$ cat src/core/scs_defines.svh
// Constants for the smart card session sequencer: times, counts and word fields
`ifndef SCS_DEFINES_SVH
`define SCS_DEFINES_SVH
// System clock period in ns (100 MHz)
`define SCS_CLK_NS 10
// Sequencer time unit T in ns, and in system cycles
`define SCS_T_NS 25000
`define SCS_T_CYC (`SCS_T_NS / `SCS_CLK_NS)
// Oscillator periods per T, and system cycles per oscillator period
`define SCS_OSC_PER_T 64
`define SCS_OSC_CYC (`SCS_T_CYC / `SCS_OSC_PER_T)
// Power-on hold time and its cycle count
`define SCS_HOLD_US 220
`define SCS_HOLD_CYC (`SCS_HOLD_US * 1000 / `SCS_CLK_NS)
// Card insertion debounce time and its cycle count
`define SCS_DEB_MS 8
`define SCS_DEB_CYC (`SCS_DEB_MS * 1000000 / `SCS_CLK_NS)
// Data line edge delay and active pull-up interval, least times, rounded up
`define SCS_EDGE_NS 50
`define SCS_EDGE_CYC ((`SCS_EDGE_NS + `SCS_CLK_NS - 1) / `SCS_CLK_NS)
`define SCS_PU_NS 100
`define SCS_PU_CYC ((`SCS_PU_NS + `SCS_CLK_NS - 1) / `SCS_CLK_NS)
// Activation steps, in oscillator periods after t0 (t1 taken equal to t0)
`define SCS_TK_VCC_UP 96
`define SCS_TK_IO_ON 256
`define SCS_TK_CLK_ON 257
`define SCS_TK_RST_ON 448
// Deactivation steps, in oscillator periods after t10
`define SCS_TK_CLK_OFF 32
`define SCS_TK_IO_OFF 64
`define SCS_TK_VCC_OFF 96
// Contact word fields and FIFO shape
`define SCS_W_VCC 0
`define SCS_W_IO 1
`define SCS_W_CLK 2
`define SCS_W_RST 3
`define SCS_WORD_W 4
`define SCS_FIFO_D 4
// Reset values of the contact word and of the status output
`define SCS_WORD_RST 4'h0
`define SCS_ALERT_RST 1'b0
`endif

$ cat src/core/scs_pkg.sv
// Types shared by the smart card session sequencer
package scs_pkg;
	// Sequencer states
	typedef enum logic [5:0] {
		SCS_HOLD = 6'b00_0001,
		SCS_IDLE = 6'b00_0010,
		SCS_ACT = 6'b00_0100,
		SCS_ON = 6'b00_1000,
		SCS_DEACT = 6'b01_0000,
		SCS_WAITV = 6'b10_0000
	} scs_seq_e;
	// Data line arbiter states
	typedef enum logic [4:0] {
		SCS_L_IDLE = 5'b0_0001,
		SCS_L_HOST = 5'b0_0010,
		SCS_L_CARD = 5'b0_0100,
		SCS_L_PU_C = 5'b0_1000,
		SCS_L_PU_H = 5'b1_0000
	} scs_line_e;
	// Card supply level select
	typedef enum logic [1:0] {
		SCS_V3 = 2'h0,
		SCS_V5 = 2'h1,
		SCS_V18 = 2'h2
	} scs_vsel_e;
	// Input pins gathered for synchronisation
	typedef struct packed {
		logic sess_n;
		logic rst_req;
		logic sel_a;
		logic sel_b;
		logic card_present_in;
		logic sup_ok;
		logic vcc_zero;
		logic f_ovl;
		logic f_gen;
		logic f_heat;
		logic lv;
		logic hm;
		logic xtal;
		logic [2:0] host;
		logic [2:0] card;
	} scs_pins_s;
endpackage : scs_pkg

$ cat src/core/scs_stream_if.sv
// Valid/ready carrier for contact words between the sequencer and its FIFO
`include "scs_defines.svh"
interface scs_stream_if;
	logic valid;
	logic ready;
	logic [`SCS_WORD_W-1:0] data;
	modport src (output valid, output data, input ready);
	modport snk (input valid, input data, output ready);
endinterface : scs_stream_if

$ cat src/core/scs_fifo.sv
// Small synchronous FIFO with valid/ready on both sides
module scs_fifo #(
	parameter int W = 4,
	parameter int D = 4
) (
	input wire logic i_clk,
	input wire logic i_rst,
	scs_stream_if.snk s_in,
	scs_stream_if.src s_out
);
	import scs_pkg::*;
	localparam int AW = (D > 1) ? $clog2(D) : 1;
	logic [W-1:0] mem_q [D];
	logic [W-1:0] mem_d [D];
	logic [AW-1:0] wr_q, wr_d, rd_q, rd_d;
	logic [AW:0] cnt_q, cnt_d;
	logic push, pop;

	// Full and empty come straight from the fill count
	assign s_in.ready = (cnt_q != (AW+1)'(D));
	assign s_out.valid = (cnt_q != '0);
	assign s_out.data = mem_q[rd_q];
	assign push = s_in.valid & s_in.ready;
	assign pop = s_out.valid & s_out.ready;

	// Next pointers, count and storage
	always_comb
	begin
		mem_d = mem_q;
		wr_d = wr_q;
		rd_d = rd_q;
		cnt_d = cnt_q;
		if (push)
		begin
			mem_d[wr_q] = s_in.data;
			wr_d = (wr_q == AW'(D - 1)) ? '0 : wr_q + 1'b1;
		end
		if (pop)
			rd_d = (rd_q == AW'(D - 1)) ? '0 : rd_q + 1'b1;
		if (push && !pop)
			cnt_d = cnt_q + 1'b1;
		else if (pop && !push)
			cnt_d = cnt_q - 1'b1;
	end

	// Register only
	always_ff @(posedge i_clk)
	begin
		mem_q <= mem_d;
		if (i_rst)
		begin
			wr_q <= '0;
			rd_q <= '0;
			cnt_q <= '0;
		end
		else
		begin
			wr_q <= wr_d;
			rd_q <= rd_d;
			cnt_q <= cnt_d;
		end
	end
endmodule : scs_fifo

$ cat src/core/scs_seq.sv
// Smart card session sequencer: activation, deactivation, card clock, data lines
//
// Function
// - Power-on hold keeps interface inactive
// - Commands ignored in hold; supply drop deactivates
// - Card clock is crystal divided by select
// - Each card clock state lasts whole divider spans
// - Ratio switches only at state boundaries
// - Clock starts at t4, else follows crystal
// - First falling side masters, slave drives low
// - Slave pulls high briefly, then idle
// - Inactive: contacts low, host lines undriven
// - Outside session and hold, status shows card presence
// - Activation steps timed from session request fall
// - Reset request fall starts clock early
// - Card reset low until t5, then follows
// - Without request, clock starts after t3
// - Deactivation steps timed from session rise
// - Supply down: contacts low, oscillator slow
// - Session fault drops status, deactivates
// - Outside session only supply drop matters
// - Insertion debounced, extraction acts at once
// - Low voltage select overrides mid select
// - Status output is active-low alert
`include "scs_defines.svh"
module scs_seq #(
	parameter int unsigned HOLD_CYC = `SCS_HOLD_CYC,
	parameter int unsigned DEB_CYC = `SCS_DEB_CYC
) (
	input wire logic i_clk,
	input wire logic i_rst,
	input wire logic i_session_request_n,
	input wire logic i_card_present_in,
	input wire logic i_host_card_reset_req,
	input wire logic i_divide_select_a,
	input wire logic i_divide_select_b,
	input wire logic i_crystal_clock_in,
	input wire logic i_low_voltage_select,
	input wire logic i_high_mid_voltage_select,
	input wire logic i_supply_ok,
	input wire logic i_vcc_inactive,
	input wire logic i_fault_overload,
	input wire logic i_fault_gen_range,
	input wire logic i_fault_overheat,
	input wire logic [2:0] i_host_line_in,
	input wire logic [2:0] i_card_line_in,
	output logic o_card_clk,
	output logic o_card_rst,
	output logic o_vcc_en,
	output scs_pkg::scs_vsel_e o_vcc_sel,
	output logic o_gen_en,
	output logic o_osc_high,
	output logic o_hold,
	output logic o_alert_n,
	output logic [2:0] o_card_line_out,
	output logic [2:0] o_card_line_oe_n,
	output logic [2:0] o_host_line_out,
	output logic [2:0] o_host_line_oe_n
);
	import scs_pkg::*;

	// Half-period of the card clock in crystal edges for a select code
	function automatic logic [3:0] half_edges(input logic a, input logic b);
		case ({a, b})
			2'b00: half_edges = 4'h8;
			2'b01: half_edges = 4'h4;
			2'b11: half_edges = 4'h2;
			default: half_edges = 4'h1;
		endcase
	endfunction : half_edges

	// ****************************************
	// Input synchronisers
	// ****************************************
	scs_pins_s raw, s1_q, s2_q;
	logic xtal3_q; // Edge detector stage, fed from the second flop only
	logic [2:0] hp_q, cp_q; // Previous synced line levels
	logic sess_prev_q; // Previous synced session request

	assign raw = '{sess_n: i_session_request_n, rst_req: i_host_card_reset_req,
		sel_a: i_divide_select_a, sel_b: i_divide_select_b, card_present_in: i_card_present_in,
		sup_ok: i_supply_ok, vcc_zero: i_vcc_inactive, f_ovl: i_fault_overload,
		f_gen: i_fault_gen_range, f_heat: i_fault_overheat, lv: i_low_voltage_select,
		hm: i_high_mid_voltage_select, xtal: i_crystal_clock_in,
		host: i_host_line_in, card: i_card_line_in};

	// Two flops on every pin, reset low; previous line levels reset high to match their pull-ups
	always_ff @(posedge i_clk)
	begin
		if (i_rst)
		begin
			s1_q <= '0;
			s2_q <= '0;
			xtal3_q <= 1'b0;
			hp_q <= 3'h7;
			cp_q <= 3'h7;
			sess_prev_q <= 1'b1;
		end
		else
		begin
			s1_q <= raw;
			s2_q <= s1_q;
			xtal3_q <= s2_q.xtal;
			hp_q <= s2_q.host;
			cp_q <= s2_q.card;
			sess_prev_q <= s2_q.sess_n;
		end
	end

	// ****************************************
	// Oscillator tick, presence debounce, power-on hold
	// ****************************************
	logic [5:0] osc_q, osc_d;
	logic tick;
	logic [19:0] deb_q, deb_d;
	logic card_present_in_q, card_present_in_d;
	logic [19:0] hold_q, hold_d;
	scs_seq_e st_q, st_d; // Sequencer state, declared here for the period restart

	assign tick = (osc_q == 6'(`SCS_OSC_CYC - 1));

	// Next values of the timing counters
	always_comb
	begin
		osc_d = tick ? 6'h0 : osc_q + 6'h1;
		// Restart the period count at each trigger so every step lands whole oscillator periods after it
		if (st_d != st_q && (st_d == SCS_ACT || st_d == SCS_DEACT))
			osc_d = 6'h0;
		deb_d = deb_q;
		card_present_in_d = card_present_in_q;
		// Extraction clears presence on the first low sample
		if (!s2_q.card_present_in)
		begin
			deb_d = '0;
			card_present_in_d = 1'b0;
		end
		else if (!card_present_in_q)
		begin
			if (deb_q == 20'(DEB_CYC - 1))
				card_present_in_d = 1'b1;
			else
				deb_d = deb_q + 20'h1;
		end
		// Hold count restarts whenever the supply is low
		if (!s2_q.sup_ok)
			hold_d = '0;
		else if (hold_q != 20'(HOLD_CYC))
			hold_d = hold_q + 20'h1;
		else
			hold_d = hold_q;
	end

	// Register only
	always_ff @(posedge i_clk)
	begin
		if (i_rst)
		begin
			osc_q <= '0;
			deb_q <= '0;
			card_present_in_q <= 1'b0;
			hold_q <= '0;
		end
		else
		begin
			osc_q <= osc_d;
			deb_q <= deb_d;
			card_present_in_q <= card_present_in_d;
			hold_q <= hold_d;
		end
	end

	// ****************************************
	// Session sequencer
	// ****************************************
	logic [9:0] tk_q, tk_d; // Oscillator periods since the last trigger
	logic [`SCS_WORD_W-1:0] want_q, want_d; // Contact state wanted now
	logic [`SCS_WORD_W-1:0] sent_q, sent_d; // Last contact state queued
	logic alt_q, alt_d; // Host asked for request-timed clock start
	logic fault_q, fault_d;
	logic alert_q, alert_d;
	logic in_sess, fault_now;
	scs_stream_if q_in ();
	scs_stream_if q_out ();

	assign in_sess = (st_q == SCS_ACT) || (st_q == SCS_ON);
	// Faults, supply loss and extraction only count during activation and the session
	assign fault_now = in_sess && (s2_q.f_ovl || s2_q.f_gen || s2_q.f_heat
		|| !s2_q.sup_ok || !card_present_in_q);
	// Any change of the wanted state is queued toward the contacts
	assign q_in.valid = (want_q != sent_q);
	assign q_in.data = want_q;

	// Next sequencer state
	always_comb
	begin
		st_d = st_q;
		tk_d = (tick && tk_q != 10'h3ff) ? tk_q + 10'h1 : tk_q;
		want_d = want_q;
		sent_d = (q_in.valid && q_in.ready) ? want_q : sent_q;
		alt_d = alt_q;
		fault_d = fault_q | fault_now; // The idle clear comes later and wins over this
		case (st_q)
			SCS_HOLD:
			begin
				// Commands are ignored until the hold has run out
				if (hold_q == 20'(HOLD_CYC))
					st_d = SCS_IDLE;
			end
			SCS_IDLE:
			begin
				if (s2_q.sess_n)
					fault_d = 1'b0;
				if (!s2_q.sup_ok)
					st_d = SCS_HOLD;
				else if (sess_prev_q && !s2_q.sess_n && card_present_in_q)
				begin
					st_d = SCS_ACT;
					tk_d = '0;
					alt_d = s2_q.rst_req;
				end
			end
			SCS_ACT:
			begin
				if (tk_q >= 10'(`SCS_TK_VCC_UP))
					want_d[`SCS_W_VCC] = 1'b1;
				if (tk_q >= 10'(`SCS_TK_IO_ON))
					want_d[`SCS_W_IO] = 1'b1;
				// One oscillator period after t3 exceeds the 200 ns gap
				if (tk_q >= 10'(`SCS_TK_CLK_ON) && (!alt_q || !s2_q.rst_req))
					want_d[`SCS_W_CLK] = 1'b1;
				if (tk_q >= 10'(`SCS_TK_RST_ON))
				begin
					want_d[`SCS_W_CLK] = 1'b1;
					want_d[`SCS_W_RST] = 1'b1;
					st_d = SCS_ON;
				end
				if (s2_q.sess_n || fault_now)
				begin
					st_d = SCS_DEACT;
					tk_d = '0;
				end
			end
			SCS_ON:
			begin
				if (s2_q.sess_n || fault_now)
				begin
					st_d = SCS_DEACT;
					tk_d = '0;
				end
			end
			SCS_DEACT:
			begin
				want_d[`SCS_W_RST] = 1'b0;
				if (tk_q >= 10'(`SCS_TK_CLK_OFF))
					want_d[`SCS_W_CLK] = 1'b0;
				if (tk_q >= 10'(`SCS_TK_IO_OFF))
					want_d[`SCS_W_IO] = 1'b0;
				if (tk_q >= 10'(`SCS_TK_VCC_OFF))
				begin
					want_d[`SCS_W_VCC] = 1'b0;
					st_d = SCS_WAITV;
				end
			end
			SCS_WAITV:
			begin
				// Done once the supply is down and the queue has drained
				if (s2_q.vcc_zero && !q_in.valid && !q_out.valid)
					st_d = s2_q.sup_ok ? SCS_IDLE : SCS_HOLD;
			end
			default:
			begin
				st_d = SCS_HOLD;
				want_d = `SCS_WORD_RST;
			end
		endcase
		// Status keeps its level through a hold
		alert_d = (st_q == SCS_HOLD) ? alert_q : (card_present_in_d & ~fault_d);
	end

	// Register only
	always_ff @(posedge i_clk)
	begin
		if (i_rst)
		begin
			st_q <= SCS_HOLD;
			tk_q <= '0;
			want_q <= `SCS_WORD_RST;
			sent_q <= `SCS_WORD_RST;
			alt_q <= 1'b0;
			fault_q <= 1'b0;
			alert_q <= `SCS_ALERT_RST;
		end
		else
		begin
			st_q <= st_d;
			tk_q <= tk_d;
			want_q <= want_d;
			sent_q <= sent_d;
			alt_q <= alt_d;
			fault_q <= fault_d;
			alert_q <= alert_d;
		end
	end

	// Queue between the sequencer and the contact stage
	scs_fifo #(
		.W(`SCS_WORD_W),
		.D(`SCS_FIFO_D)
	) u_fifo (
		.i_clk(i_clk),
		.i_rst(i_rst),
		.s_in(q_in.snk),
		.s_out(q_out.src)
	);

	// ****************************************
	// Contact stage: card clock divider and applied word
	// ****************************************
	logic [`SCS_WORD_W-1:0] app_q, app_d; // Contact state in force
	logic [2:0] hc_q, hc_d; // Crystal edges in this half period
	logic [3:0] div_q, div_d; // Ratio latched at a state boundary
	logic ph_q, ph_d; // Free-running divided phase
	logic clk_d;
	logic xedge;

	assign xedge = s2_q.xtal ^ xtal3_q;
	// Words that gate the clock land only while it is low, so no pulse is cut;
	// all other words land at once and keep their step timing
	assign q_out.ready = ~ph_q | (q_out.data[`SCS_W_CLK] == app_q[`SCS_W_CLK]);

	// Next divider and contact values
	always_comb
	begin
		hc_d = hc_q;
		div_d = div_q;
		ph_d = ph_q;
		app_d = (q_out.valid && q_out.ready) ? q_out.data : app_q;
		if (xedge)
		begin
			if ({1'b0, hc_q} == div_q - 4'h1)
			begin
				ph_d = ~ph_q;
				hc_d = '0;
				div_d = half_edges(s2_q.sel_a, s2_q.sel_b);
			end
			else
				hc_d = hc_q + 3'h1;
		end
		clk_d = ph_d & app_d[`SCS_W_CLK];
	end

	// Register only
	always_ff @(posedge i_clk)
	begin
		if (i_rst)
		begin
			hc_q <= '0;
			div_q <= 4'h8;
			ph_q <= 1'b0;
			app_q <= `SCS_WORD_RST;
		end
		else
		begin
			hc_q <= hc_d;
			div_q <= div_d;
			ph_q <= ph_d;
			app_q <= app_d;
		end
	end

	// ****************************************
	// Data line arbiters and output flops
	// ****************************************
	scs_line_e ln_q [3];
	scs_line_e ln_d [3];
	logic [3:0] dl_q [3];
	logic [3:0] dl_d [3];
	logic [2:0] co_d, coe_d, ho_d, hoe_d;
	logic io_on;

	assign io_on = app_q[`SCS_W_IO];

	// Next state of each line pair; drive values follow the state
	always_comb
	begin
		for (int i = 0; i < 3; i++)
		begin
			ln_d[i] = ln_q[i];
			dl_d[i] = (dl_q[i] != 4'hf) ? dl_q[i] + 4'h1 : dl_q[i];
			co_d[i] = 1'b0;
			coe_d[i] = 1'b1;
			ho_d[i] = 1'b0;
			hoe_d[i] = 1'b1;
			case (ln_q[i])
				SCS_L_IDLE:
				begin
					dl_d[i] = '0;
					if (hp_q[i] && !s2_q.host[i])
						ln_d[i] = SCS_L_HOST;
					else if (cp_q[i] && !s2_q.card[i])
						ln_d[i] = SCS_L_CARD;
				end
				SCS_L_HOST:
				begin
					// Card side edges are ignored while the host leads
					coe_d[i] = (dl_q[i] < 4'(`SCS_EDGE_CYC));
					if (s2_q.host[i])
					begin
						ln_d[i] = SCS_L_PU_C;
						dl_d[i] = '0;
					end
				end
				SCS_L_CARD:
				begin
					hoe_d[i] = (dl_q[i] < 4'(`SCS_EDGE_CYC));
					if (s2_q.card[i])
					begin
						ln_d[i] = SCS_L_PU_H;
						dl_d[i] = '0;
					end
				end
				SCS_L_PU_C:
				begin
					co_d[i] = 1'b1;
					coe_d[i] = 1'b0;
					if (dl_q[i] == 4'(`SCS_PU_CYC - 1))
						ln_d[i] = SCS_L_IDLE;
				end
				SCS_L_PU_H:
				begin
					ho_d[i] = 1'b1;
					hoe_d[i] = 1'b0;
					if (dl_q[i] == 4'(`SCS_PU_CYC - 1))
						ln_d[i] = SCS_L_IDLE;
				end
				default:
					ln_d[i] = SCS_L_IDLE;
			endcase
			// Lines off: card contact held low, host side left to its pull-up
			if (!io_on)
			begin
				ln_d[i] = SCS_L_IDLE;
				co_d[i] = 1'b0;
				coe_d[i] = 1'b0;
				ho_d[i] = 1'b0;
				hoe_d[i] = 1'b1;
			end
		end
	end

	// Register lines and every top-level output
	always_ff @(posedge i_clk)
	begin
		if (i_rst)
		begin
			for (int i = 0; i < 3; i++)
			begin
				ln_q[i] <= SCS_L_IDLE;
				dl_q[i] <= '0;
			end
			o_card_line_out <= '0;
			o_card_line_oe_n <= '0;
			o_host_line_out <= '0;
			o_host_line_oe_n <= 3'h7;
			o_card_clk <= 1'b0;
			o_card_rst <= 1'b0;
			o_vcc_en <= 1'b0;
			o_vcc_sel <= SCS_V3;
			o_gen_en <= 1'b0;
			o_osc_high <= 1'b0;
			o_hold <= 1'b1;
			o_alert_n <= `SCS_ALERT_RST;
		end
		else
		begin
			ln_q <= ln_d;
			dl_q <= dl_d;
			o_card_line_out <= co_d;
			o_card_line_oe_n <= coe_d;
			o_host_line_out <= ho_d;
			o_host_line_oe_n <= hoe_d;
			o_card_clk <= clk_d;
			// Reset drops as soon as the session ends, ahead of the queued word
			o_card_rst <= app_d[`SCS_W_RST] & s2_q.rst_req & in_sess;
			o_vcc_en <= app_d[`SCS_W_VCC];
			o_vcc_sel <= s2_q.lv ? SCS_V18 : (s2_q.hm ? SCS_V5 : SCS_V3);
			// Generator and fast oscillator run from t0 to the end of deactivation
			o_gen_en <= (st_d != SCS_HOLD) && (st_d != SCS_IDLE);
			o_osc_high <= (st_d != SCS_HOLD) && (st_d != SCS_IDLE);
			o_hold <= (st_d == SCS_HOLD);
			o_alert_n <= alert_d;
		end
	end
endmodule : scs_seq

$ cat config.mk
export PLATFORM = sky130hd
export DESIGN_NAME = scs_seq
export DESIGN_NICKNAME = d
export VERILOG_FILES = /design/src/core/scs_pkg.sv /design/src/core/scs_stream_if.sv /design/src/core/scs_fifo.sv /design/src/core/scs_seq.sv
export VERILOG_INCLUDE_DIRS = /design/src /design/src/core
export SDC_FILE = /design/constraint.sdc
export NUM_CORES = 1
export LEC_CHECK = 0
export BUFFER_PORTS_ARGS = -buffer_cell sky130_fd_sc_hd__buf_2
export CAP_MARGIN = 5
export CORE_AREA = 2 2 151 116
export DETAILED_ROUTE_END_ITERATION = 7
export DIE_AREA = 0 0 153 118
export HOLD_SLACK_MARGIN = 0.08
export PLACE_DENSITY = 0.7
export SLEW_MARGIN = 30
export SYNTH_ARGS = -nofsm -noshare
export SYNTH_HDL_FRONTEND = slang
export SYNTH_SLANG_ARGS = --single-unit
export TNS_END_PERCENT = 10
$ cat constraint.sdc
create_clock -name i_clk -period 5.7 [get_ports i_clk]
set_input_delay 0 -clock i_clk [delete_from_list [all_inputs] [get_ports i_clk]]
set_output_delay 0 -clock i_clk [all_outputs]
set_load 0.02 [all_outputs]
# --- Word level (Yosys, flattened, before mapping) ---
# Index checks and enable logic that the tools add are counted.
totals:
  elab_cells: 339
  ff_bits: 201
  input_bits: 21
  out_inout_bits: 21
op_classes:
  n_reduce_logical: 66
  n_lt_le_gt_ge: 12
  mux: 87
  add_sub_neg: 13
  bitwise: 19
  n_eq_ne: 65
op_table:
  columns: ["operator", "count"]
  rows:
  - ["$mux W5", 15]
  - ["$pmux W4 S3", 5]
  - ["$pmux W5 S4", 3]
  - ["$mux W4", 13]
  - ["$mux W6", 8]
  - ["$add A20 B1 Y20 const B", 2]
  - ["$mux W10", 4]
  - ["$pmux W6 S6", 1]
  - ["$ge A10 B9 Y1 const B", 3]
  - ["$eq A20 B15 Y1 const B", 1]
  - ["$eq A20 B20 Y1 const B", 1]
  - ["$ge A10 B7 Y1 const B", 2]
  - ["$logic_and A1 B1 Y1", 20]
  - ["$mux W1", 20]
  - ["$ne A20 B15 Y1 const B", 1]
  - ["$pmux W10 S2", 1]
  - ["$ne A2 B2 Y1 const B", 9]
  - ["$bwmux W16", 1]
  - ["$reduce_or A2 Y1", 8]
  - ["$eq A5 B1 Y1 const B", 3]
  - ["$eq A5 B2 Y1 const B", 3]
  - ["$eq A5 B3 Y1 const B", 3]
  - ["$eq A5 B4 Y1 const B", 3]
  - ["$eq A5 B5 Y1 const B", 3]
  - ["51 further kinds", 129]

# --- Longest topological paths before layout ---
# Gate-level depths: netlist (run 1).
depth:
  depth_word: 12
  ltp_mapped: 11
  depth_no_buf: 10

# --- Cells and area by module ---
# Synthesis (run 1) repeated with hierarchy kept, for this count alone.
hier_totals:
  hier_cells: 928
  hier_area_um2: 8862.2
by_module_without_submodules:
  columns: ["mod", "area_each_um2", "instances", "cells_per_inst", "seq_area_each_um2"]
  rows:
  - ["scs_seq", 7843.8, 1, 861, 3543.4]
  - ["scs_fifo", 1018.5, 1, 67, 620.6]

# --- Worst setup path before layout (run 1) ---
# OpenSTA, ideal clock, no wires.
synth_path:
  path_type: "register to register"
  startpoint: "reg u_fifo.rd_q[0]"
  endpoint: "reg u_fifo.cnt_q[2]"
  synth_period_minus_slack_ns: 2.753
  required_time_ns: 5.629
  path_stages_with_launch: 12
  setup_ns: 0.071
  path_buffers: 1
  t_arrival_ns: 2.683
  setup_slack_ns: 2.947
  path_cell_list: "dfxtp_1 -> buf_2 -> mux4_2 -> xor2_1 -> a21oi_4 -> inv_1 -> ha_1 -> inv_1 -> fa_1 -> xor2_1 -> or3_1 -> a21oi_1"
synth_via:
  elab_chain_len: 10
  word_cells_on_any_way: 12
  classes_between: "eq/ne (1); mux (4); bitwise (3); reduce/logical (4)"
synth_rtl:
  columns: ["item", "line_no", "rtl"]
  rows:
  - ["start, declared", "scs_fifo.sv:15", "logic [AW-1:0] wr_q, wr_d, rd_q, rd_d;"]
  - ["start signal, assigned", "scs_fifo.sv:59", "rd_q <= rd_d;"]
  - ["$not A2 Y3 (implied by the code) (*)", "scs_fifo.sv:22", "assign s_out.data = mem_q[rd_q];"]
  - ["$bmux W4 S2 (*)", "scs_fifo.sv:22", null]
  - ["$mux W4 (implied by the code) (*) (2 in series)", "scs_fifo.sv:22", null]
  - ["$eq A1 B1 Y1 (*)", "scs_seq.sv:329", "assign q_out.ready = ~ph_q | (q_out.data[`SCS_W_CLK] == app_q[`SCS_W_CLK]);"]
  - ["$or A1 B1 Y1 (*)", "scs_seq.sv:329", null]
  - ["$and A1 B1 Y1 (*)", "scs_fifo.sv:24", "assign pop = s_out.valid & s_out.ready;"]
  - ["$logic_not A1 Y1", "scs_fifo.sv:40", "if (push && !pop)"]
  - ["$logic_and A1 B1 Y1", "scs_fifo.sv:40", null]
  - ["$mux W3 or $reduce_bool A2 Y1 (tied branches)", null, null]
  - ["end signal, assigned", "scs_fifo.sv:60", "cnt_q <= cnt_d;"]
  - ["end, declared", "scs_fifo.sv:16", "logic [AW:0] cnt_q, cnt_d;"]
# Mark *: on every way between the ends. The rest lies on a longest branch, timed or not. The select of a mux whose other input is x is not followed.
# A chain may end at the register's enable or synchronous reset.

# --- Final worst setup path (run 1) ---
# Same ends and word-level chain as after synthesis.

==> key figures, run 1 <==
Logic synthesis
  • Area leader, netlist: dfxtp_1
  • Top_reg_cell synth: dfxtp_1
  • FFs w/ async S/R, synth: 0
  • Synth top area share: 0.4246
  • Register area share after synthesis: 0.4800
  • Mean Syn Cell Area: 9.692 sq um
  • Largest cells by area after synthesis: dfxtp_1 (42%), edfxtp_1 (5.5%), nor2_1 (4.4%)
  • Synth Cell Area: 8675 sq um
  • #FFs+latches synth: 200
  • Yosys warns: 0
  • Syn nets: 942
  • EDFF count, synth: 16
  • Cells after synthesis: 895
  • Library cells used by synthesis: 77

Critical path
  • Stages on worst setup path: 10
  • Crit end category: flip-flop
  • CP Cell Sequence: mux4_2 -> xor2_1 -> a21oi_4 -> inv_1 -> ha_1 -> inv_1 -> fa_1 -> xor2_1 -> or3_1 -> a21oi_1
  • Required time of the critical path: 6.06 ns
  • CP max stage delay: 0.58 ns
  • Crit path DAT: 3.31 ns
  • Worst path buffer plus inverter count: 2
  • Crit path launch type: flip-flop
  • R2r endpoint: u_fifo.cnt_q[2]
  • Register-to-Register Path Depth: 10
  • Slowest stage cell on the critical path: mux4_2
  • Reg2reg setup slack: 2.75 ns
  • CP startpoint: u_fifo.rd_q[0]
  • CP Class: flip-flop to flip-flop
  • Max FO, Critical Path: 7
  • Worst setup endpoint: u_fifo.cnt_q[2]
  • RR Startpoint: u_fifo.rd_q[0]
  • Family with the most delay on the worst path: adder cells

Route
  • Vias per inst: 5.405
  • Detailed-router iteration count before antenna repair: 5
  • Post-DRT Antenna Nets: 0
  • Total wire length: 16660 microns
  • Average wire per standard cell: 14.15 microns
  • Iteration-0 DRC Markers: 463
  • DRC: 0
  • Via count: 6362

STA
  • Skew final: 0.01062 ns
  • RSZ-0062 raised after global routing: false
  • Fmax: 338.9 MHz
  • Slew Limit Headroom: 0.4964
  • Setup ws final: 2.749 ns
  • Tcrit/Tclk final: 0.5177
  • Min Tclk post-route: 2.951 ns
  • Setup violators final: 0
  • Final Max Tran Viols: 0
  • Final Hold Fails: 0
  • Setup_tns: 0 ns
  • Worst-Margin Slew: 0.7535 ns

Power and ir drop
  • Sw frac: 0.2588
  • Total power draw: 3089 uW
  • PD cells: 313.2 nW/um^2
  • Pleak: 0.003745 uW
  • Int Pwr: 2290 uW
  • Switching power total: 799.3 uW
  • Combinational share of power: 0.118
  • Part of the power in the clock network: 0.383
  • Peak VDD IR: 0.1649 mV
  • Sequential power share: 0.499

Clocking
  • Clk buf depth: 2
  • CTS buffer count: 17
  • Clk_lat worst skew: 0.44 ns
  • Worst-path clk slew: 0.07 ns
  • Post-cts sizing count: 0
  • Clock root cell: clkbuf_16
  • H-tree depth: 4
  • Clock sinks: 200
  • CTS tree: built

Global routing
  • Antenna violations before repair: 0
  • Largest net degree at the start of global routing: 58
  • Total track usage: 0.1895
  • Grt met1 use: 0.2798
  • Met3 usage: 0.04602
  • GR peak layer: met1
  • Routing usage on met2: 0.2766
  • Overflow after GRT: 0
  • Global-route wire length before repair: 28320 microns
  • Vias in the first global route: 5826

Floorplan
  • Die Height: 118 microns
  • Floorplan die width: 153 microns
  • Starting Density: 0.5235
  • IO Count: 42
  • Die area: 18050 sq um
  • Row count: 41
  • CORE AREA: 16570 sq um

Flow run
  • # Max-Cap Violations: 0

Finish
  • Share of layout cells above drive strength 1: 0.1164
  • # diodes: 0
  • Multi-input gate area: 4239 sq um
  • Final net count: 996
  • Seq. cell area: 4164 sq um
  • Area delta synth->final: 13.70%
  • Fill cells: 1410

Placed design
  • Port buffer count: 41
  • HPWL after detailed placement: 11070 microns
  • RD Place Congestion: 0.8145
  • Pre-CTS setup slack: 2.580 ns

Worst hold path
  • Hold crit path type: input port to flip-flop

Outcome
  • Status: finished clean
[worst register-to-register path: cells and delay by family (launching register included)]
kind	cells	cell delay (ns)
adders and majority gates	2	0.61
muxes	1	0.58
DFF	1	0.52
xor gates and xnor gates	2	0.43
and+or+nand+nor	1	0.32
AOI/OAI and AO/OA	2	0.27
buffers and inverters	2	0.16
[routing by layer]
metal / part of all wire / routed length (microns)
met3: 0.037 / 613
met1: 0.53 / 8865
met4: 0.0072 / 120
met2: 0.42 / 7057
met5: 0 / 0
[cell usage after synthesis, types with 3 or more instances]
master and count:
a311oi_1 5, nand2_1 57, nand2b_1 8, a31oi_1 5, inv_1 33, dfxtp_1 184, clkbuf_1 25, xnor2_1 28
o211a_1 3, and4_1 13, and2_1 13, a211oi_1 5, a31o_2 4, o31ai_1 3, nor2b_1 49, nor4b_1 7
or2_2 6, and3b_1 4, nor3b_1 11, mux2i_1 20, nand3_1 32, xor2_1 33, and3_1 9, o21ai_0 18
nand4b_1 3, a211o_1 3, edfxtp_1 16, nor4_1 14, nor2_1 102, a221oi_1 3, ha_1 25, or3b_2 6
or3_1 8, or4_1 3, a2111oi_0 4, a21oi_1 34, nor3_1 16, nand3b_1 12, o221a_2 3, mux4_2 4
nand4_1 13, buf_2 4
[cell usage in the layout (no fill, tap or decap), types with 20 or more instances in the layout]
cell and instances:
dfxtp_1 184, nor2_1 102, nand2_1 57, nor2b_1 48, buf_2 41, xor2_1 33
inv_1 33, a21oi_1 33, nand3_1 32, xnor2_1 28, dlygate4sd3_1 27, ha_1 25
mux2i_1 20
[through the flow]
stage	hold WS, ns	util	instances	cell area [sq um]
2_1_floorplan	0.1282	-	895	8675
3_3_place_gp	0.2109	0.5432	1118	9001
3_5_place_dp	0.2171	0.5433	1118	9002
4_1_cts	0.3044	0.5949	1177	9857
5_1_grt	0.3100	0.5953	1177	9863
6_report	0.3108	0.5953	1177	9863
[kinds of logic (layout without fill, tap and decap cells)]
kind of cell,after synthesis,count (layout),share of synthesized area
mux,26,26,0.03606
flops,200,200,0.4800
xor+xnor,61,61,0.06159
fa+ha+maj,26,26,0.03837
buf+inv,67,134,0.03216
simple gates,395,395,0.2511
compound gates,120,120,0.1007
[state kept, by name, summed over array words and instances, names as in the netlist, 10 cells and up]
register and count:
u_fifo.mem_q 16, s2_q 19, hold_q 20, s1_q 19, ln_q 15, dl_q 12, deb_q 20, tk_q 10
[what timing repair did]
| item | in CTS | in global routing |
|---|---|---|
| hold endpoints to repair | 30 | 0 |
| setup buffers | 0 | 0 |
| hold buffers | 27 | 0 |
[power groups by stage]
| stage | clock [uW] | sequential (uW) | combinational, uW |
|---|---|---|---|
| floorplan | 0 | 1560 | 277 |
| global placement | 0 | 1570 | 338 |
| detailed placement | 0 | 1570 | 343 |
| CTS | 1210 | 1540 | 364 |
| global route | 1260 | 1550 | 408 |
| finish | 1180 | 1540 | 364 |
[worst min-delay path by stage]
stage,startpoint,to,depth (start not counted)
finish,i_host_card_reset_req,s1_q[17],3
floorplan,i_card_line_in[0],s1_q[0],1
global placement,i_fault_overload,s1_q[11],2
global route,i_host_card_reset_req,s1_q[17],3
detailed placement,i_card_line_in[0],s1_q[0],2
CTS,i_host_card_reset_req,s1_q[17],3
[final cells by class]
cell class,count,share of cell area
flip-flops and latches,200,0.4222
repair buffers,69,0.04897
clock buffers,18,0.04567
clock inverters,14,0.01357
well taps,215,0.02727
multi-input cells,628,0.4298
inverters,33,0.01256
Power figures use the tool's default switching activity.
==> run 2, diff against run 1 <==
--- a/config.mk
+++ b/config.mk
@@ -12,7 +12,7 @@
 export DETAILED_ROUTE_END_ITERATION = 7
 export DIE_AREA = 0 0 153 118
 export HOLD_SLACK_MARGIN = 0.08
-export PLACE_DENSITY = 0.7
+export PLACE_DENSITY = 0.73
 export SLEW_MARGIN = 30
 export SYNTH_ARGS = -nofsm -noshare
 export SYNTH_HDL_FRONTEND = slang
==> constraint.sdc (replaced) <==
create_clock -name i_clk -period 2.5 [get_ports i_clk]
set_input_delay 0 -clock i_clk [delete_from_list [all_inputs] [get_ports i_clk]]
set_output_delay 0 -clock i_clk [all_outputs]
set_load 0.02 [all_outputs]
==> key figures, run 2 (synthesized netlist as in run 1, its figures left out) <==
Critical path
  • Reg2reg setup slack: 0.09 ns (-2.66 ns)
  • Crit path DAT: 2.75 ns (-0.56 ns)
  • Crit end category: flip-flop
  • CP Class: flip-flop to flip-flop
  • CP startpoint: u_fifo.mem_q[2]
  • Worst path buffer plus inverter count: 2 (unchanged)
  • Max FO, Critical Path: 2 (-5)
  • R2r endpoint: u_fifo.cnt_q[2]
  • CP Cell Sequence: mux4_2 -> xor2_2 -> a21oi_4 -> inv_2 -> ha_2 -> inv_2 -> fa_2 -> xor2_1 -> or3_1 -> a21oi_1
  • RR Startpoint: u_fifo.mem_q[2]
  • Stages on worst setup path: 10 (unchanged)
  • Crit path launch type: flip-flop
  • Required time of the critical path: 2.85 ns (-3.21 ns)
  • Register-to-Register Path Depth: 10 (unchanged)
  • Worst setup endpoint: u_fifo.cnt_q[2]
  • Family with the most delay on the worst path: multiplexers
  • Crit-path most repeated cell: inv_2
  • CP max stage delay: 0.52 ns (-0.06 ns)
  • Slowest stage cell on the critical path: mux4_2

Floorplan
  • Starting Density: 0.5235 (unchanged)
  • Die Height: 118 microns (unchanged)
  • IO Count: 42 (unchanged)
  • CORE AREA: 16570 sq um (unchanged)
  • Floorplan die width: 153 microns (unchanged)
  • Die area: 18050 sq um (unchanged)
  • Row count: 41 (unchanged)

Flow run
  • # Max-Cap Violations: 0 (unchanged)

Placed design
  • RD Place Congestion: 0.8696 (+6.8%)
  • Port buffer count: 41 (unchanged)
  • HPWL after detailed placement: 11130 microns (+0.50%)

STA
  • Tcrit/Tclk final: 0.9631 (+0.4454)
  • Min Tclk post-route: 2.408 ns (-0.5431 ns)
  • Slew Limit Headroom: 0.4009 (-0.09550)
  • Final Hold Fails: 0 (unchanged)
  • Worst-Margin Slew: 0.8967 ns (+0.1432 ns)
  • Skew final: 0.01059 ns (-0.00003670 ns)
  • Setup violators final: 0 (unchanged)
  • Fmax: 415.3 MHz (+23%)
  • Hold_ws: 0.3248 ns (+0.01398 ns)
  • Final Max Tran Viols: 0 (unchanged)

Clocking
  • Clk_lat worst skew: 0.43 ns (about the same)
  • Clock root cell: clkbuf_16
  • Clock sinks: 200 (unchanged)
  • Worst-path clk slew: 0.07 ns (about the same)
  • CTS tree: built
  • Clk buf depth: 2 (unchanged)
  • H-tree depth: 4 (unchanged)
  • CTS buffer count: 17 (unchanged)

Global routing
  • Antenna violations before repair: 0 (unchanged)
  • Vias in the first global route: 5797 (-0.50%)
  • Overflow after GRT: 0 (unchanged)
  • Largest net degree at the start of global routing: 55 (-5.2%)
  • Total track usage: 0.1895 (about the same)
  • Global-route wire length before repair: 28170 microns (-0.54%)

Route
  • Post-DRT Antenna Nets: 0 (unchanged)
  • Average wire per standard cell: 14.03 microns (-0.83%)
  • Detailed-router iteration count before antenna repair: 5 (unchanged)
  • DRC: 0 (unchanged)
  • Total wire length: 16690 microns (+0.18%)
  • Iteration-0 DRC Markers: 438 (-5.4%)
  • Vias per inst: 5.436 (+0.56%)
  • Via count: 6463 (+1.6%)

Finish
  • Commonest non-fill, non-tap cell in the layout: dfxtp_1
  • Area delta synth->final: 15.17%
  • Share of layout cells above drive strength 1: 0.1304 (+0.01397)
  • Final net count: 1011 (+1.5%)
  • Most frequent cells in the layout: dfxtp_1 (183), nor2_1 (102), nand2_1 (57)
  • # diodes: 0 (unchanged)
  • Final Core Density: 0.6030 (+0.007702)
  • Biggest regs: deb_q: 20 flops, hold_q: 20 flops

Power and ir drop
  • Pleak: 0.003830 uW (+2.3%)
  • PD cells: 719.0 nW/um^2 (+130%)
  • Peak VDD IR: 0.3912 mV (+140%)

Worst hold path
  • Hold crit path type: input port to flip-flop

Outcome
  • Status: finished clean
-- run 2: changes by cell type in the layout (fill, tap and decap cells not counted), sizes merged --
cell      change
clkbuf        +3
clkinvlp      -3
clkinv        +1
bufinv        +2
inv           -6
buf          +15
-- run 2: layout make-up --
type / count / area [sq um]
inverters: 33 / 123.9
well taps: 215 / 269.0
multi-input cells: 628 / 4244
clock buffers: 21 / 470.5
repair buffers: 84 / 595.6
clock inverters: 8 / 122.6
flip-flops and latches: 200 / 4165
fillers: 1361 / 6579
-- run 2: worst min-delay path by stage --
stage                                     from        to  slack [ns]  cells past startpoint
after floorplan              i_card_line_in[0]   s1_q[0]        0.13                      1
after global placement       i_host_line_in[1]   s1_q[4]        0.21                      2
after detailed placement    i_crystal_clock_in   s1_q[6]        0.21                      2
after CTS                 i_low_voltage_select   s1_q[8]        0.30                      3
after global routing         i_host_line_in[2]   s1_q[5]        0.34                      3
final                           i_vcc_inactive  s1_q[12]        0.32                      3
-- run 2: routing by layer --
metal / vias to the layer above / track usage / part of all wire
met5: - / 0 / 0
met4: 0 / 0.04688 / 0.0096
met3: 16 / 0.04713 / 0.043
met2: 133 / 0.2730 / 0.42
met1: 3026 / 0.2839 / 0.52
li1: 3288 / - / -
-- run 2: per-stage QoR --
| step | instance area (sq um) | cells | setup WS, ns | TNS, ns | total power, uW |
|---|---|---|---|---|---|
| floorplan | 8695 | 895 | -0.01524 | -0.01524 | 4219 |
| global placement | 9112 | 1131 | 0.1061 | 0 | 4420 |
| detailed placement | 9112 | 1131 | 0.06920 | 0 | 4443 |
| CTS | 9976 | 1187 | 0.04243 | 0 | 7227 |
| global route | 9991 | 1189 | -0.002439 | -0.002439 | 7511 |
| finish | 9991 | 1189 | 0.09220 | 0 | 7184 |
-- run 2: where the power goes --
part | switching [uW] | internal (uW)
combinational | 479 | 450
clock | 1120 | 1640
sequential | 119 | 3380
total | 1720 | 5460
-- run 2: worst reg2reg max path: cells and delay by family, from the launching register on --
family,cells,cell delay (ns)
compound gates,2,0.20
xor+xnor,2,0.34
fa+ha+maj,2,0.50
buf+inv,2,0.11
flops,1,0.36
mux,1,0.52
simple gates,1,0.30
-- run 2: what timing repair did --
action,4_1_cts,5_1_grt
resized for setup,0,1
buffers inserted,0,2
hold buffers,27,0
endpoints found under the hold margin,28,0
endpoints found under the setup margin,0,1
